`src/spm_pkg.sv`:
```
/*
 * Shared constants and types for the soft power event status block:
 * register offsets, bit positions, reset values, hold timing and carriers.
 * Assumes a 40 MHz system clock and an 8-bit register port.
 */
`default_nettype none
package spm_pkg;
    // Clock and button hold timing
    localparam int unsigned CLK_HZ      = 40_000_000;
    localparam int unsigned HOLD_TIME_S = 4;
    localparam int unsigned HOLD_CYCLES = HOLD_TIME_S * CLK_HZ + 1; // Strictly more than

    // Register port widths
    localparam int unsigned ADDR_W = 8;
    localparam int unsigned DATA_W = 8;

    // Register offsets
    localparam logic [7:0] STATUS_ADDR  = 8'h79;
    localparam logic [7:0] ENABLE_ADDR  = 8'h7b;
    localparam logic [7:0] MASK_ADDR    = 8'h7d;
    localparam logic [7:0] CONTROL_ADDR = 8'h7e;

    // Status, enable and mask bit positions
    localparam int unsigned BIT_BUTTON   = 0;
    localparam int unsigned BIT_ALARM    = 2;
    localparam int unsigned BIT_OVERRIDE = 3;
    localparam int unsigned BIT_WAKE     = 7;

    // Control bit positions
    localparam int unsigned CTL_SLEEP = 0;
    localparam int unsigned CTL_WAKE  = 1;
    localparam int unsigned CTL_MEM   = 2;

    // Implemented bits; all others read as zero
    localparam logic [7:0] STATUS_USED  = 8'h8d;
    localparam logic [7:0] ENABLE_USED  = 8'h05;
    localparam logic [7:0] CONTROL_USED = 8'h06;
    localparam logic [7:0] RESET_BYTE   = 8'h00;

    // Synchroniser reset levels
    localparam logic [1:0] PIN_RESET = 2'h3;

    // Supply state
    typedef enum logic [1:0] {
        PWR_ON,
        PWR_OFF_SLEEP,
        PWR_OFF_OTHER
    } power_state_t;

    // One register port request
    typedef struct packed {
        logic [ADDR_W-1:0] addr;
        logic [DATA_W-1:0] wdata;
        logic              wr;
        logic              rd;
    } reg_req_t;

    // Whole state of the main block
    typedef struct packed {
        power_state_t      power;
        logic [7:0]        status;
        logic [7:0]        enable;
        logic [7:0]        mask;
        logic [7:0]        control;
        logic              btn_prev;
        logic              vtr_prev;
        logic [DATA_W-1:0] rdata;
        logic              irq;
        logic              pme_n;
        logic              supply_oe_n;
        logic              supply_level;
    } spm_state_t;
endpackage
`default_nettype wire

```
`src/sync2.sv`:
```
/*
 * Two flip-flop synchroniser for a group of asynchronous levels.
 * Assumes the inputs change slowly against the clock.
 */
`default_nettype none
module sync2 #(
    parameter int unsigned     WIDTH     = 2,
    parameter logic [WIDTH-1:0] RESET_VAL = '0
) (
    input  wire logic             i_clk,
    input  wire logic             i_reset,
    input  wire logic [WIDTH-1:0] i_async,
    output logic      [WIDTH-1:0] o_sync
);
    typedef struct packed {
        logic [WIDTH-1:0] first;
        logic [WIDTH-1:0] second;
    } sync_state_t;

    sync_state_t st;
    sync_state_t next_st;

    // First stage feeds only the second stage
    always_comb begin
        next_st.first  = i_async;
        next_st.second = st.first;
    end

    always_ff @(posedge i_clk or posedge i_reset) begin
        if (i_reset) begin
            st <= {RESET_VAL, RESET_VAL};
        end else begin
            st <= next_st;
        end
    end

    assign o_sync = st.second;
endmodule
`default_nettype wire

```
`src/hold_timer.sv`:
```
/*
 * Button hold timer: counts clock cycles while the button is held and
 * pulses once when the hold reaches HOLD_CYCLES. Release restarts it.
 * Assumes i_held is already synchronous to i_clk.
 */
`default_nettype none
module hold_timer #(
    parameter int unsigned HOLD_CYCLES = 160_000_001
) (
    input  wire logic i_clk,
    input  wire logic i_reset,
    input  wire logic i_held,
    output logic      o_fire
);
    localparam int unsigned CNT_W = $clog2(HOLD_CYCLES + 1);
    localparam logic [CNT_W-1:0] LAST = CNT_W'(HOLD_CYCLES - 1);

    typedef struct packed {
        logic [CNT_W-1:0] count;
        logic             fired;
        logic             fire;
    } timer_state_t;

    timer_state_t st;
    timer_state_t next_st;

    // Count while held, fire once, restart on release
    always_comb begin
        next_st      = st;
        next_st.fire = 1'b0;
        if (!i_held) begin
            next_st.count = '0;
            next_st.fired = 1'b0;
        end else if (!st.fired) begin
            if (st.count == LAST) begin
                next_st.fire  = 1'b1;
                next_st.fired = 1'b1;
            end else begin
                next_st.count = st.count + CNT_W'(1);
            end
        end
    end

    always_ff @(posedge i_clk or posedge i_reset) begin
        if (i_reset) begin
            st <= '0;
        end else begin
            st <= next_st;
        end
    end

    assign o_fire = st.fire;
endmodule
`default_nettype wire

```
`src/soft_power_event_status.sv`:
```
/*
 * Soft power event status: button, override, alarm and wake flags,
 * power management event and supply enable control, register port and
 * interrupt. Assumes i_rtc_alarm and i_vtr_por are one-cycle pulses on
 * i_clk; the button and standby power sense are asynchronous pins.
 */
`default_nettype none
module soft_power_event_status
    import spm_pkg::*;
#(
    parameter int unsigned HOLD_CYC = HOLD_CYCLES
) (
    input  wire logic              i_clk,
    input  wire logic              i_reset,
    input  wire reg_req_t          i_req,
    input  wire logic              i_power_button_in_n,
    input  wire logic              i_vtr_present,
    input  wire logic              i_rtc_alarm,
    input  wire logic              i_vtr_por,
    output logic      [DATA_W-1:0] o_rdata,
    output logic                   o_irq,
    output logic                   o_pm_event_out_n,
    output logic                   o_supply_enable_out,
    output logic                   o_supply_enable_oe_n
);
    spm_state_t st;
    spm_state_t next_st;
    logic [1:0] pins_sync;
    logic       btn_pressed;
    logic       vtr_ok;
    logic       hold_fire;
    logic       btn_rise;
    logic       vtr_rise;
    logic       vtr_fall;
    logic       wr_status;
    logic       sleep_req;
    logic       alarm_seen;
    logic       supply_off;
    logic       button_wake;
    logic       alarm_wake;
    logic [7:0] clr;
    logic [7:0] set;

    // Pin synchronisers: button level and standby power sense
    sync2 #(
        .WIDTH     (2),
        .RESET_VAL (PIN_RESET)
    ) u_pins (
        .i_clk   (i_clk),
        .i_reset (i_reset),
        .i_async ({i_power_button_in_n, i_vtr_present}),
        .o_sync  (pins_sync)
    );

    assign btn_pressed = ~pins_sync[1];
    assign vtr_ok      = pins_sync[0];

    // Four second hold detector
    hold_timer #(
        .HOLD_CYCLES (HOLD_CYC)
    ) u_hold (
        .i_clk   (i_clk),
        .i_reset (i_reset),
        .i_held  (btn_pressed),
        .o_fire  (hold_fire)
    );

    // Event decode
    always_comb begin
        btn_rise    = btn_pressed & ~st.btn_prev;
        vtr_rise    = vtr_ok & ~st.vtr_prev;
        vtr_fall    = ~vtr_ok & st.vtr_prev;
        wr_status   = i_req.wr && (i_req.addr == STATUS_ADDR);
        sleep_req   = i_req.wr && (i_req.addr == CONTROL_ADDR) && i_req.wdata[CTL_SLEEP];
        alarm_seen  = i_rtc_alarm && (vtr_ok || st.control[CTL_MEM]);
        supply_off  = (st.power != PWR_ON);
        // A press wakes regardless of enables or override
        button_wake = supply_off && vtr_ok && btn_rise;
        // Standby return wakes on a remembered alarm with no enable needed
        alarm_wake  = supply_off && vtr_ok && !st.status[BIT_OVERRIDE]
                      && ((alarm_seen && st.enable[BIT_ALARM])
                          || (vtr_rise && st.status[BIT_ALARM]));
        // Write-one clears only touch implemented flag bits
        clr = wr_status ? (i_req.wdata & STATUS_USED) : RESET_BYTE;
        set                = RESET_BYTE;
        set[BIT_BUTTON]    = btn_rise;
        set[BIT_ALARM]     = alarm_seen;
        set[BIT_OVERRIDE]  = hold_fire;
        set[BIT_WAKE]      = (button_wake || alarm_wake)
                             && (st.power == PWR_OFF_SLEEP)
                             && st.control[CTL_WAKE];
    end

    // Next state of flags, registers, supply and outputs
    always_comb begin
        next_st          = st;
        next_st.btn_prev = btn_pressed;
        next_st.vtr_prev = vtr_ok;

        // Set wins over same-cycle write-one clear
        next_st.status = (st.status & ~clr) | set;
        if (i_vtr_por) begin
            next_st.status[BIT_WAKE] = 1'b0;
        end
        if (hold_fire) begin
            next_st.status[BIT_BUTTON] = 1'b0;
        end

        // Software writable registers
        // Control bit 0 is a command and is never stored
        if (i_req.wr) begin
            case (i_req.addr)
                ENABLE_ADDR:  next_st.enable  = i_req.wdata & ENABLE_USED;
                MASK_ADDR:    next_st.mask    = i_req.wdata & STATUS_USED;
                CONTROL_ADDR: next_st.control = i_req.wdata & CONTROL_USED;
                default:      next_st.control = st.control;
            endcase
        end

        // Supply state
        // Off states leave only through a wake; standby loss marks the off as other
        case (st.power)
            PWR_ON: begin
                if (hold_fire || vtr_fall) begin
                    next_st.power = PWR_OFF_OTHER;
                end else if (sleep_req) begin
                    next_st.power = PWR_OFF_SLEEP;
                end
            end
            PWR_OFF_SLEEP, PWR_OFF_OTHER: begin
                if (vtr_fall) begin
                    next_st.power = PWR_OFF_OTHER;
                end else if (button_wake || alarm_wake) begin
                    next_st.power = PWR_ON;
                end
            end
            default: next_st.power = PWR_ON;
        endcase

        // Read data, one cycle after the strobe
        // Unmapped addresses read as zero
        next_st.rdata = RESET_BYTE;
        if (i_req.rd) begin
            case (i_req.addr)
                STATUS_ADDR:  next_st.rdata = st.status;
                ENABLE_ADDR:  next_st.rdata = st.enable;
                MASK_ADDR:    next_st.rdata = st.mask;
                CONTROL_ADDR: next_st.rdata = st.control;
                default:      next_st.rdata = RESET_BYTE;
            endcase
        end

        // Event output, interrupt and supply pin
        next_st.pme_n = ~((st.status[BIT_BUTTON] & st.enable[BIT_BUTTON])
                          | (st.status[BIT_ALARM] & st.enable[BIT_ALARM]));
        next_st.irq          = |(st.status & st.mask);
        next_st.supply_oe_n  = (next_st.power != PWR_ON);
        next_st.supply_level = 1'b0;
    end

    // State register
    // Edge history resets to idle pin levels, so no false edge follows reset
    always_ff @(posedge i_clk or posedge i_reset) begin
        if (i_reset) begin
            st             <= '0;
            st.power       <= PWR_ON;
            st.btn_prev    <= 1'b0;
            st.vtr_prev    <= 1'b1;
            st.pme_n       <= 1'b1;
            st.supply_oe_n <= 1'b0;
        end else begin
            st <= next_st;
        end
    end

    assign o_rdata              = st.rdata;
    assign o_irq                = st.irq;
    assign o_pm_event_out_n     = st.pme_n;
    assign o_supply_enable_out  = st.supply_level;
    assign o_supply_enable_oe_n = st.supply_oe_n;
endmodule
`default_nettype wire

```
`config.mk`:
```
export PLATFORM = sky130hd
export DESIGN_NAME = soft_power_event_status
export DESIGN_NICKNAME = d
export VERILOG_FILES = /design/src/spm_pkg.sv /design/src/sync2.sv /design/src/hold_timer.sv /design/src/soft_power_event_status.sv
export SDC_FILE = /design/constraint.sdc
export NUM_CORES = 1
export LEC_CHECK = 0
export ABC_AREA = 0
export BUFFER_PORTS_ARGS = -buffer_cell sky130_fd_sc_hd__buf_2
export CAP_MARGIN = 30
export CORE_UTILIZATION = 50
export DETAILED_ROUTE_END_ITERATION = 8
export PLACE_DENSITY = 0.79
export SYNTH_ARGS = -nofsm -noshare
export SYNTH_HDL_FRONTEND = slang
export SYNTH_SLANG_ARGS = --single-unit
```
`constraint.sdc`:
```
create_clock -name i_clk -period 2.6 [get_ports i_clk]
set_input_delay 0.13 -clock i_clk [delete_from_list [all_inputs] [get_ports i_clk]]
set_output_delay 0.13 -clock i_clk [all_outputs]
set_load 0.03 [all_outputs]
```
==> results.cfg, run 1 <==
[run_status]
status = complete, but fails checks
violations = hold timing

[worst_setup_path]
critPathKind = register to register
crit_path_max_fanout = 5
cp.required_ns = 2.83
startpoint_type = register
worst_setup_path_end_kind = register
critPathArrivalTime_ns = 2.29

[yosys]
syn_area_um2 = 3070
syn-instance-count = 305
synth_area_per_cell_um2 = 10.1
synth_top_area_share_pct = 42.4
yosysWarningCount = 0
yosysSeqAreaShare_pct = 47.6
synth.most_common_cell = dfrtp_1
netlist_top_cells_area = dfrtp_1, dfstp_2, mux2_2
synthTopCellsByCount = dfrtp_1, nor2_1, nand2_1
ys_types = 50
synth_seq_cells = 58
async_reset_ff_share_pct = 100
synth_edf_count = 0
ys.flop_type = dfrtp_1
yosysTopAreaCell = dfrtp_1

[global_route]
antenna_found_initial = 0
grt_max_degree = 59
grt_pass1_vias = 2422
grt_pass1_wl_um = 10900
grt_overflow = 0
track_usage_pct = 22.5

[timing]
setup-tns-final_ns = 0
setup_viol = 0
rsz0062_at_grt = no
clock-skew-final_ns = 0.00641
fin_hold_ws_ns = -0.0117
period_share_pct = 79.3
slew_violations = 0
relSlewSlack_pct = 52.0
clock.fmax_mhz = 485
final_hold_viol_count = 14
finalCriticalPeriod_ns = 2.06
worst_slew_pin_slew_ns = 0.720

[floorplan]
start_util_pct = 51.8
coreArea_um2 = 5920
boundaryPins = 36
rows = 28
die_h_um = 80.3
dieArea_um2 = 6450
die_x_um = 80.3

[pwr]
power.density_nw_per_um2 = 586
ir_drop_mv = 0.359
totalPowerFinal_uw = 2030
leakage_uw = 0.00149

[place]
io_buffers = 28
dp_cells = 396
gp_congestion = 0.797
dpl.hpwl_um = 4450

[clocking]
worstSkewPairLatency_ns = 0.34
htree_levels = 3
cts_tree = yes
cts.sinks = 58
clockBufferDepth = 2
clk_pin_slew_worst_paths_ns = 0.07
cts_made_buffers = 9
ctsRootBufferMaster = clkbuf_8

[cells_and_area]
n_antenna_cell = 0
num-nets-final = 364
stdcell_count = 415
final_util_pct = 58.4
syn2layout_area_growth_pct = 12.8
final_layout_size_suffix_gt1_share_pct = 23.8

[drt]
drt_iter0_drc = 179
wl_um = 6410
wl_per_cell_um = 15.5
vias_per_cell = 5.81
via_count = 2411
remaining_drc_errors = 0
first_pass_iters = 4
antenna_left = 0

[min_path]
hold_class = input port to async pin

[flow_run]
maxCapViolCount = 0
-- worst paths after layout --
path,start,to,slack (ns),cells after the start
setup / recovery,u_hold.st[2]$_DFFE_PP0P_,u_hold.st[16]$_DFFE_PP0P_,0.54,5
hold / removal,i_reset,o_rdata[0]$_DFF_PP0_,-0.01,3
setup reg to reg,u_hold.st[2]$_DFFE_PP0P_,u_hold.st[16]$_DFFE_PP0P_,0.54,5
hold reg to reg,u_pins.next_st[1]$_DFF_PP1_,u_pins.o_sync[1]$_DFF_PP1_,0.36,0
max in group asynchronous,i_reset,u_hold.st[2]$_DFFE_PP0P_,2.13,3
min in group i_clk,i_req[3],st[15]$_DFFE_PP0N_,0.03,2
-- layer usage --
metal	global-route usage, %	wire length (µm)	vias up
li1	-	-	1158
met4	12.1	183	0
met3	4.09	216	17
met1	28.6	2850	1180
met5	0	0	-
met2	36.3	3160	56
-- sequential cells by signal (all words and copies together), names as in the netlist --
| name | count |
|---|---|
| o_irq | 1 |
| u_hold.o_fire | 1 |
| o_rdata | 5 |
| o_supply_enable_oe_n | 1 |
| u_pins.next_st | 2 |
| o_pm_event_out_n | 1 |
| st | 16 |
| u_pins.o_sync | 2 |
| u_hold.st | 29 |
-- through the flow --
stage	instance area (µm²)	hold slack [ns]	setup WS (ns)
2_1_floorplan	3080	0.134	0.727
3_5_place_dp	3230	0.237	0.553
6_report	3460	-0.0117	0.538
3_3_place_gp	3230	0.237	0.590
5_1_grt	3460	0.0242	0.384
4_1_cts	3460	0.0160	0.537
-- critical path, stage by stage, from the launching register on --
cell	delay (ns)
dfrtp_1	0.43
ha_1	0.24
nand2_1	0.14
or3_1	0.33
a2111oi_0	0.41
mux2_2	0.39
-- layout by cell type (no fill, tap or decap), drive strengths merged, types with 5 or more instances in the layout --
cell / netlist / routed
a22oi: 7 / 7
nor2b: 7 / 7
dfrtp: 52 / 52
buf: 12 / 33
nor2: 24 / 24
nor3: 6 / 6
o21ai: 9 / 9
nor4: 11 / 11
inv: 16 / 16
nand2: 20 / 20
ha: 5 / 5
clkbuf: 8 / 11
dfstp: 6 / 6
nand3: 12 / 12
xnor2: 9 / 9
or4: 12 / 12
a21oi: 16 / 16
o31ai: 9 / 9
mux2: 13 / 13
-- power breakdown --
group | switching [µW] | total (µW) | internal, µW
registers | 31.2 | 972 | 941
clock network | 361 | 850 | 489
logic | 124 | 204 | 80.6
total | 516 | 2030 | 1510
-- repair_timing --
item / 4_1_cts / 5_1_grt
gates resized for setup: 0 / 0
hold buffers: 3 / 0
endpoints found under the setup margin: 0 / 0
hold endpoints to repair: 3 / 0
setup buffers: 0 / 0
-- kinds of logic after synthesis --
family | count (synthesis) | share of synthesized area (%)
AO/OA/AOI/OAI | 55 | 11.9
XOR/XNOR | 11 | 3.14
adder cells (fa/ha/maj) | 5 | 2.04
buffers and inverters | 36 | 6.04
flip-flops | 58 | 47.6
multiplexers | 14 | 5.10
other | 1 | 0.122
AND/OR/NAND/NOR | 125 | 24.1
-- area by class of cell --
cell class / instances / area, µm²
fill: 502 / 2460
sequential: 58 / 1460
multi-input combinational: 214 / 1440
timing repair buffer: 36 / 208
clock buffer: 11 / 151
tap: 75 / 93.8
inverter: 16 / 60.1
clock inverter: 5 / 52.6
Power figures use the tool's default switching activity.
==> inputs of run 2 (changes only) <==
--- a/config.mk
+++ b/config.mk
@@ -5,12 +5,12 @@
 export SDC_FILE = /design/constraint.sdc
 export NUM_CORES = 1
 export LEC_CHECK = 0
-export ABC_AREA = 0
+export ABC_AREA = 1
 export BUFFER_PORTS_ARGS = -buffer_cell sky130_fd_sc_hd__buf_2
 export CAP_MARGIN = 30
 export CORE_UTILIZATION = 50
 export DETAILED_ROUTE_END_ITERATION = 8
-export PLACE_DENSITY = 0.79
+export PLACE_DENSITY = 0.81
 export SYNTH_ARGS = -nofsm -noshare
 export SYNTH_HDL_FRONTEND = slang
 export SYNTH_SLANG_ARGS = --single-unit
==> constraint.sdc (replaced) <==
create_clock -name i_clk -period 1.8 [get_ports i_clk]
set_input_delay 0.09 -clock i_clk [delete_from_list [all_inputs] [get_ports i_clk]]
set_output_delay 0.09 -clock i_clk [all_outputs]
set_load 0.03 [all_outputs]
==> results.cfg, run 2 <==
[timing]
rsz0062_at_grt = no
slew_violations = 0
finalCriticalPeriod_ns = 1.64
fin_hold_ws_ns = 0.0188
setup_viol = 0
fin_ws_ns = 0.163
final_hold_viol_count = 0
clock.fmax_mhz = 611
setup-tns-final_ns = 0
period_share_pct = 91.0
clock-skew-final_ns = 0.00860

[worst_setup_path]
startpoint_type = register
cp.required_ns = 2.07
rr_worst_depth = 9
r2r_slack_ns = 0.16
crit_path_max_fanout = 7
cp-startpoint = u_hold.st[2]$_DFFE_PP0P_
critPathArrivalTime_ns = 1.91
worstReg2RegStart = u_hold.st[2]$_DFFE_PP0P_
r2r_end = u_hold.st[15]$_DFFE_PP0P_
critPathKind = register to register
worst_setup_path_end_kind = register
crit_end = u_hold.st[15]$_DFFE_PP0P_

[floorplan]
dieArea_um2 = 7310
die_h_um = 85.5
die_x_um = 85.5
boundaryPins = 36
coreArea_um2 = 6760
rows = 30
start_util_pct = 51.6

[drt]
first_pass_iters = 5
vias_per_cell = 5.44
wl_um = 8350
remaining_drc_errors = 0
wl_per_cell_um = 13.3
via_count = 3410
antenna_left = 0
drt_iter0_drc = 175

[pwr]
ir_drop_mv = 0.363
leakage_uw = 0.00195
power.density_nw_per_um2 = 737
netSwitchingFraction_pct = 26.0
seqPwrFrac_pct = 47.2
power_frac_clock_pct = 40.9
switchingPower_uw = 769
p_int_uw = 2190
p_comb_share_pct = 12.0

[place]
gp_congestion = 0.973
dpl.hpwl_um = 6190
placedInstanceArea_um2 = 3740
io_buffers = 28
place_ws_ns = 0.130

[global_route]
grt_max_degree = 59
grt_pass1_vias = 3218
antenna_found_initial = 0
track_usage_pct = 25.0
grt_pass1_wl_um = 14300
grt_overflow = 0

[flow_run]
maxCapViolCount = 0

[clocking]
clk_pin_slew_worst_paths_ns = 0.07
worstSkewPairLatency_ns = 0.33
htree_levels = 3
cts.sinks = 58
ctsRootBufferMaster = clkbuf_8
cts_made_buffers = 9
clockBufferDepth = 2
cts_tree = yes

[yosys]
synth.most_common_cell = nand2_1
synth_seq_cells = 58
yosysTopAreaCell = dfrtp_1
ys.flop_type = dfrtp_1
syn-instance-count = 501
syn_area_um2 = 3490
yosysWarningCount = 0
synthTopCellsByCount = nand2_1, nor2_1, nand3_1
synth_top_area_share_pct = 37.3
async_reset_ff_share_pct = 100
netlist_top_cells_area = dfrtp_1, nand2_1, nand3_1
yosysSeqAreaShare_pct = 41.9
synth_area_per_cell_um2 = 6.96
ys_types = 33
synth_edf_count = 0

[cells_and_area]
final_layout_size_suffix_gt1_share_pct = 13.9
largest_reg_flops = 29
n_antenna_cell = 0
syn2layout_area_growth_pct = 15.3
nFillCells = 631
num-nets-final = 571
top_register = u_hold.st
final_common_cell = nand2_1
layout_common_cells = nand2_1, nor2_1, nand3_1, dfrtp_1, inv_1
finish.instance_area_um2 = 4020

[run_status]
status = completed

[min_path]
hold_class = input port to register
hold_path.startpoint = i_rtc_alarm
[run 2: cell types whose count changed after synthesis, moves of 10 or more]
cell     change
inv_1       +36
mux2_2      -12
nand2_1    +139
nand3_1     +50
nand4_1     +24
nor2_1      +42
nor4_1      -10
or4_1       -10
[run 2: routing by layer]
metal | global-route usage [%] | part of all wire (%) | up-vias
met5 | 0 | 0 | -
met4 | 12.6 | 2.8 | 0
met3 | 5.49 | 5.4 | 23
met2 | 42.1 | 50 | 118
met1 | 30.3 | 42 | 1581
li1 | - | - | 1688
[run 2: critical path, stage by stage, from the launching register on]
cell	delay [ns]
dfrtp_2	0.45
inv_2	0.09
ha_1	0.14
nand4_1	0.10
nor2_2	0.16
nand4_2	0.15
nand2_4	0.16
buf_4	0.16
nand3_1	0.08
nand2_1	0.08
[run 2: how the worst min path moves through the flow]
stage / end / slack, ns / depth (start not counted)
5_1_grt: st[40]$_DFF_PP0_ / 0.02 / 3
6_report: st[40]$_DFF_PP0_ / 0.02 / 3
3_3_place_gp: st[29]$_DFFE_PP0P_ / 0.17 / 3
4_1_cts: st[40]$_DFF_PP0_ / 0.002 / 3
2_1_floorplan: u_pins.next_st[0]$_DFF_PP1_ / 0.09 / 0
3_5_place_dp: u_hold.st[4]$_DFFE_PP0P_ / 0.18 / 3
[run 2: layout make-up]
cell class                      instances  area, µm²  area share, %
Clock inverter                          3       40.0          0.996
Inverter                               56        210           5.23
Clock buffer                           13        159           3.95
Multi-Input combinational cell        371       1720           42.8
Timing Repair Buffer                   46        330           8.22
Sequential cell                        58       1460           36.3
Tap cell                               80        100           2.49
[run 2: power groups by stage]
stage,sequential (µW),combinational (µW),clock [µW]
5_1_grt,1400,400,1310
3_5_place_dp,1420,341,0
4_1_cts,1390,354,1240
2_1_floorplan,1440,196,0
3_3_place_gp,1420,315,0
6_report,1400,354,1210
[run 2: timing repair]
action | in CTS | in global routing
setup endpoints to repair | 0 | 26
buffers inserted | 0 | 0
resized for setup | 0 | 5
hold buffers | 7 | 0
hold endpoints to repair | 58 | 0
[run 2: kinds of logic (layout without fill, tap and decap cells)]
| group | count (synthesis) | after routing | share of synthesized area [%] |
|---|---|---|---|
| other | 1 | 4 | 0.108 |
| buffers and inverters | 75 | 118 | 9.51 |
| and+or+nand+nor | 327 | 327 | 40.5 |
| AOI/OAI and AO/OA | 29 | 29 | 4.70 |
| adders and majority gates | 5 | 5 | 1.79 |
| xor gates and xnor gates | 5 | 5 | 1.26 |
| DFF | 58 | 58 | 41.9 |
| muxes | 1 | 1 | 0.323 |
[run 2: stage by stage]
stage	util [%]	instances	power [µW]
5_1_grt	59.5	627	3110
3_3_place_gp	55.3	604	1730
3_5_place_dp	55.3	604	1760
6_report	59.5	627	2960
4_1_cts	59.3	627	2990
2_1_floorplan	-	504	1640
==> inputs of run 3 (changes only) <==
--- a/config.mk
+++ b/config.mk
@@ -5,12 +5,13 @@
 export SDC_FILE = /design/constraint.sdc
 export NUM_CORES = 1
 export LEC_CHECK = 0
-export ABC_AREA = 1
 export BUFFER_PORTS_ARGS = -buffer_cell sky130_fd_sc_hd__buf_2
 export CAP_MARGIN = 30
 export CORE_UTILIZATION = 50
 export DETAILED_ROUTE_END_ITERATION = 8
-export PLACE_DENSITY = 0.81
+export PLACE_DENSITY = 0.82
+export RECOVER_POWER = 50
+export SLEW_MARGIN = 25
 export SYNTH_ARGS = -nofsm -noshare
 export SYNTH_HDL_FRONTEND = slang
 export SYNTH_SLANG_ARGS = --single-unit
==> results.cfg, run 3 (synthesis gave the netlist of run 1 again) <==
[run_status]
status = complete, but fails checks
violations = setup timing

[floorplan]
start_util_pct = 51.8
rows = 28
die_x_um = 80.3
boundaryPins = 36
coreArea_um2 = 5920
die_h_um = 80.3
dieArea_um2 = 6450

[timing]
rsz0062_at_grt = yes
slew_violations = 0
fin_ws_ns = -0.215
final_hold_viol_count = 0
setup_viol = 18
period_share_pct = 112
fin_hold_ws_ns = 0.0471
clock.fmax_mhz = 496
worst_slew_pin_slew_ns = 0.756
clock-skew-final_ns = 0.0157
relSlewSlack_pct = 49.6
finalCriticalPeriod_ns = 2.01

[worst_setup_path]
cp.required_ns = 2.07
critPathKind = register to register
startpoint_type = register
r2r_slack_ns = -0.21
crit_path_max_fanout = 5
worstReg2RegStart = u_hold.st[2]$_DFFE_PP0P_
worst_setup_path_end_kind = register
r2r_end = u_hold.st[26]$_DFFE_PP0P_
crit_end = u_hold.st[26]$_DFFE_PP0P_
rr_worst_depth = 5
cp-startpoint = u_hold.st[2]$_DFFE_PP0P_
critPathArrivalTime_ns = 2.29

[drt]
wl_per_cell_um = 16.5
vias_per_cell = 5.89
first_pass_iters = 7
via_count = 2756
antenna_left = 0
wl_um = 7730
drt_iter0_drc = 222
remaining_drc_errors = 0

[global_route]
grt_pass1_vias = 2576
grt_max_degree = 39
grt_pass1_wl_um = 12100
grt_util_met1_pct = 29.6
grt_overflow = 0
grt-busiest-layer = met2
grt_use_met3_pct = 7.73
use_met2_pct = 43.1
track_usage_pct = 25.1
antenna_found_initial = 0

[pwr]
power.density_nw_per_um2 = 741
totalPowerFinal_uw = 2960
leakage_uw = 0.00176
ir_drop_mv = 0.423

[min_path]
whs_path_depth = 2
hold_class = input port to register

[clocking]
htree_levels = 3
cts_made_buffers = 9
cts.sinks = 58
clockBufferDepth = 2
worstSkewPairLatency_ns = 0.35
cts_tree = yes
clk_pin_slew_worst_paths_ns = 0.06
ctsRootBufferMaster = clkbuf_8

[cells_and_area]
finish.instance_area_um2 = 4000
final_layout_size_suffix_gt1_share_pct = 35.4
n_antenna_cell = 0
top_register = u_hold.st
num-nets-final = 417
syn2layout_area_growth_pct = 30.2
final_common_cell = dfrtp_1
largest_reg_flops = 29
layout_common_cells = dfrtp_1, buf_4, buf_2, nor2_1, nand2_1

[flow_run]
maxCapViolCount = 0

[place]
placedInstanceArea_um2 = 3530
gp_congestion = 0.827
dpl.hpwl_um = 4990
io_buffers = 28
-- run 3: area by class of cell --
cell class	instances	area (µm²)
inverter	16	60.1
tap	75	93.8
clock buffer	11	141
multi-input combinational	215	1570
timing repair buffer	88	618
sequential	58	1460
fill	437	1930
clock inverter	5	55.1
-- run 3: where the power goes --
group	total (µW)	leakage [µW]	switching, µW	internal [µW]
combinational	375	0.000902	217	158
clock	1190	0.0000953	519	672
sequential	1400	0.000765	36.6	1360
total	2960	0.00176	773	2190
-- run 3: worst min-delay path by stage --
| stage | from | end | slack, ns |
|---|---|---|---|
| detailed placement | i_reset | st[22]$_DFFE_PP0P_ | 0.13 |
| finish | i_req[4] | st[32]$_DFFE_PP0P_ | 0.05 |
| CTS | i_req[4] | st[32]$_DFFE_PP0P_ | 0.02 |
| global placement | i_reset | st[25]$_DFFE_PP0P_ | 0.12 |
| floorplan | i_vtr_present | u_pins.next_st[0]$_DFF_PP1_ | 0.09 |
| global route | i_req[4] | st[16]$_DFFE_PP0N_ | 0.04 |
-- run 3: worst max-delay path, stage by stage (launching register included) --
cell	delay, ns
dfrtp_2	0.42
ha_4	0.16
nand4_1	0.13
or4_4	0.58
or4_4	0.51
a21oi_2	0.14
-- run 3: repair_timing --
action,in CTS,in global routing
pin swaps,7,6
hold buffers,8,0
hold endpoints to repair,25,0
cloned,1,0
gates resized for setup,5,18
buffers inserted,7,5
setup endpoints to repair,13,21
-- run 3: per-stage QoR --
| step | worst slack (ns) | TNS (ns) | std cells | utilization, % |
|---|---|---|---|---|
| after floorplan | -0.0425 | -0.169 | 308 | - |
| after global placement | -0.110 | -0.285 | 431 | 59.6 |
| after detailed placement | -0.142 | -0.791 | 431 | 59.6 |
| after CTS | -0.120 | -0.811 | 463 | 65.7 |
| after global routing | -0.276 | -3.04 | 468 | 67.5 |
| final | -0.215 | -1.80 | 468 | 67.5 |
-- run 3: metal layers --
layer / wire (µm) / share of wire, %
met1: 3110 / 40
met5: 0 / 0
met3: 506 / 6.6
met2: 3990 / 52
met4: 120 / 1.6
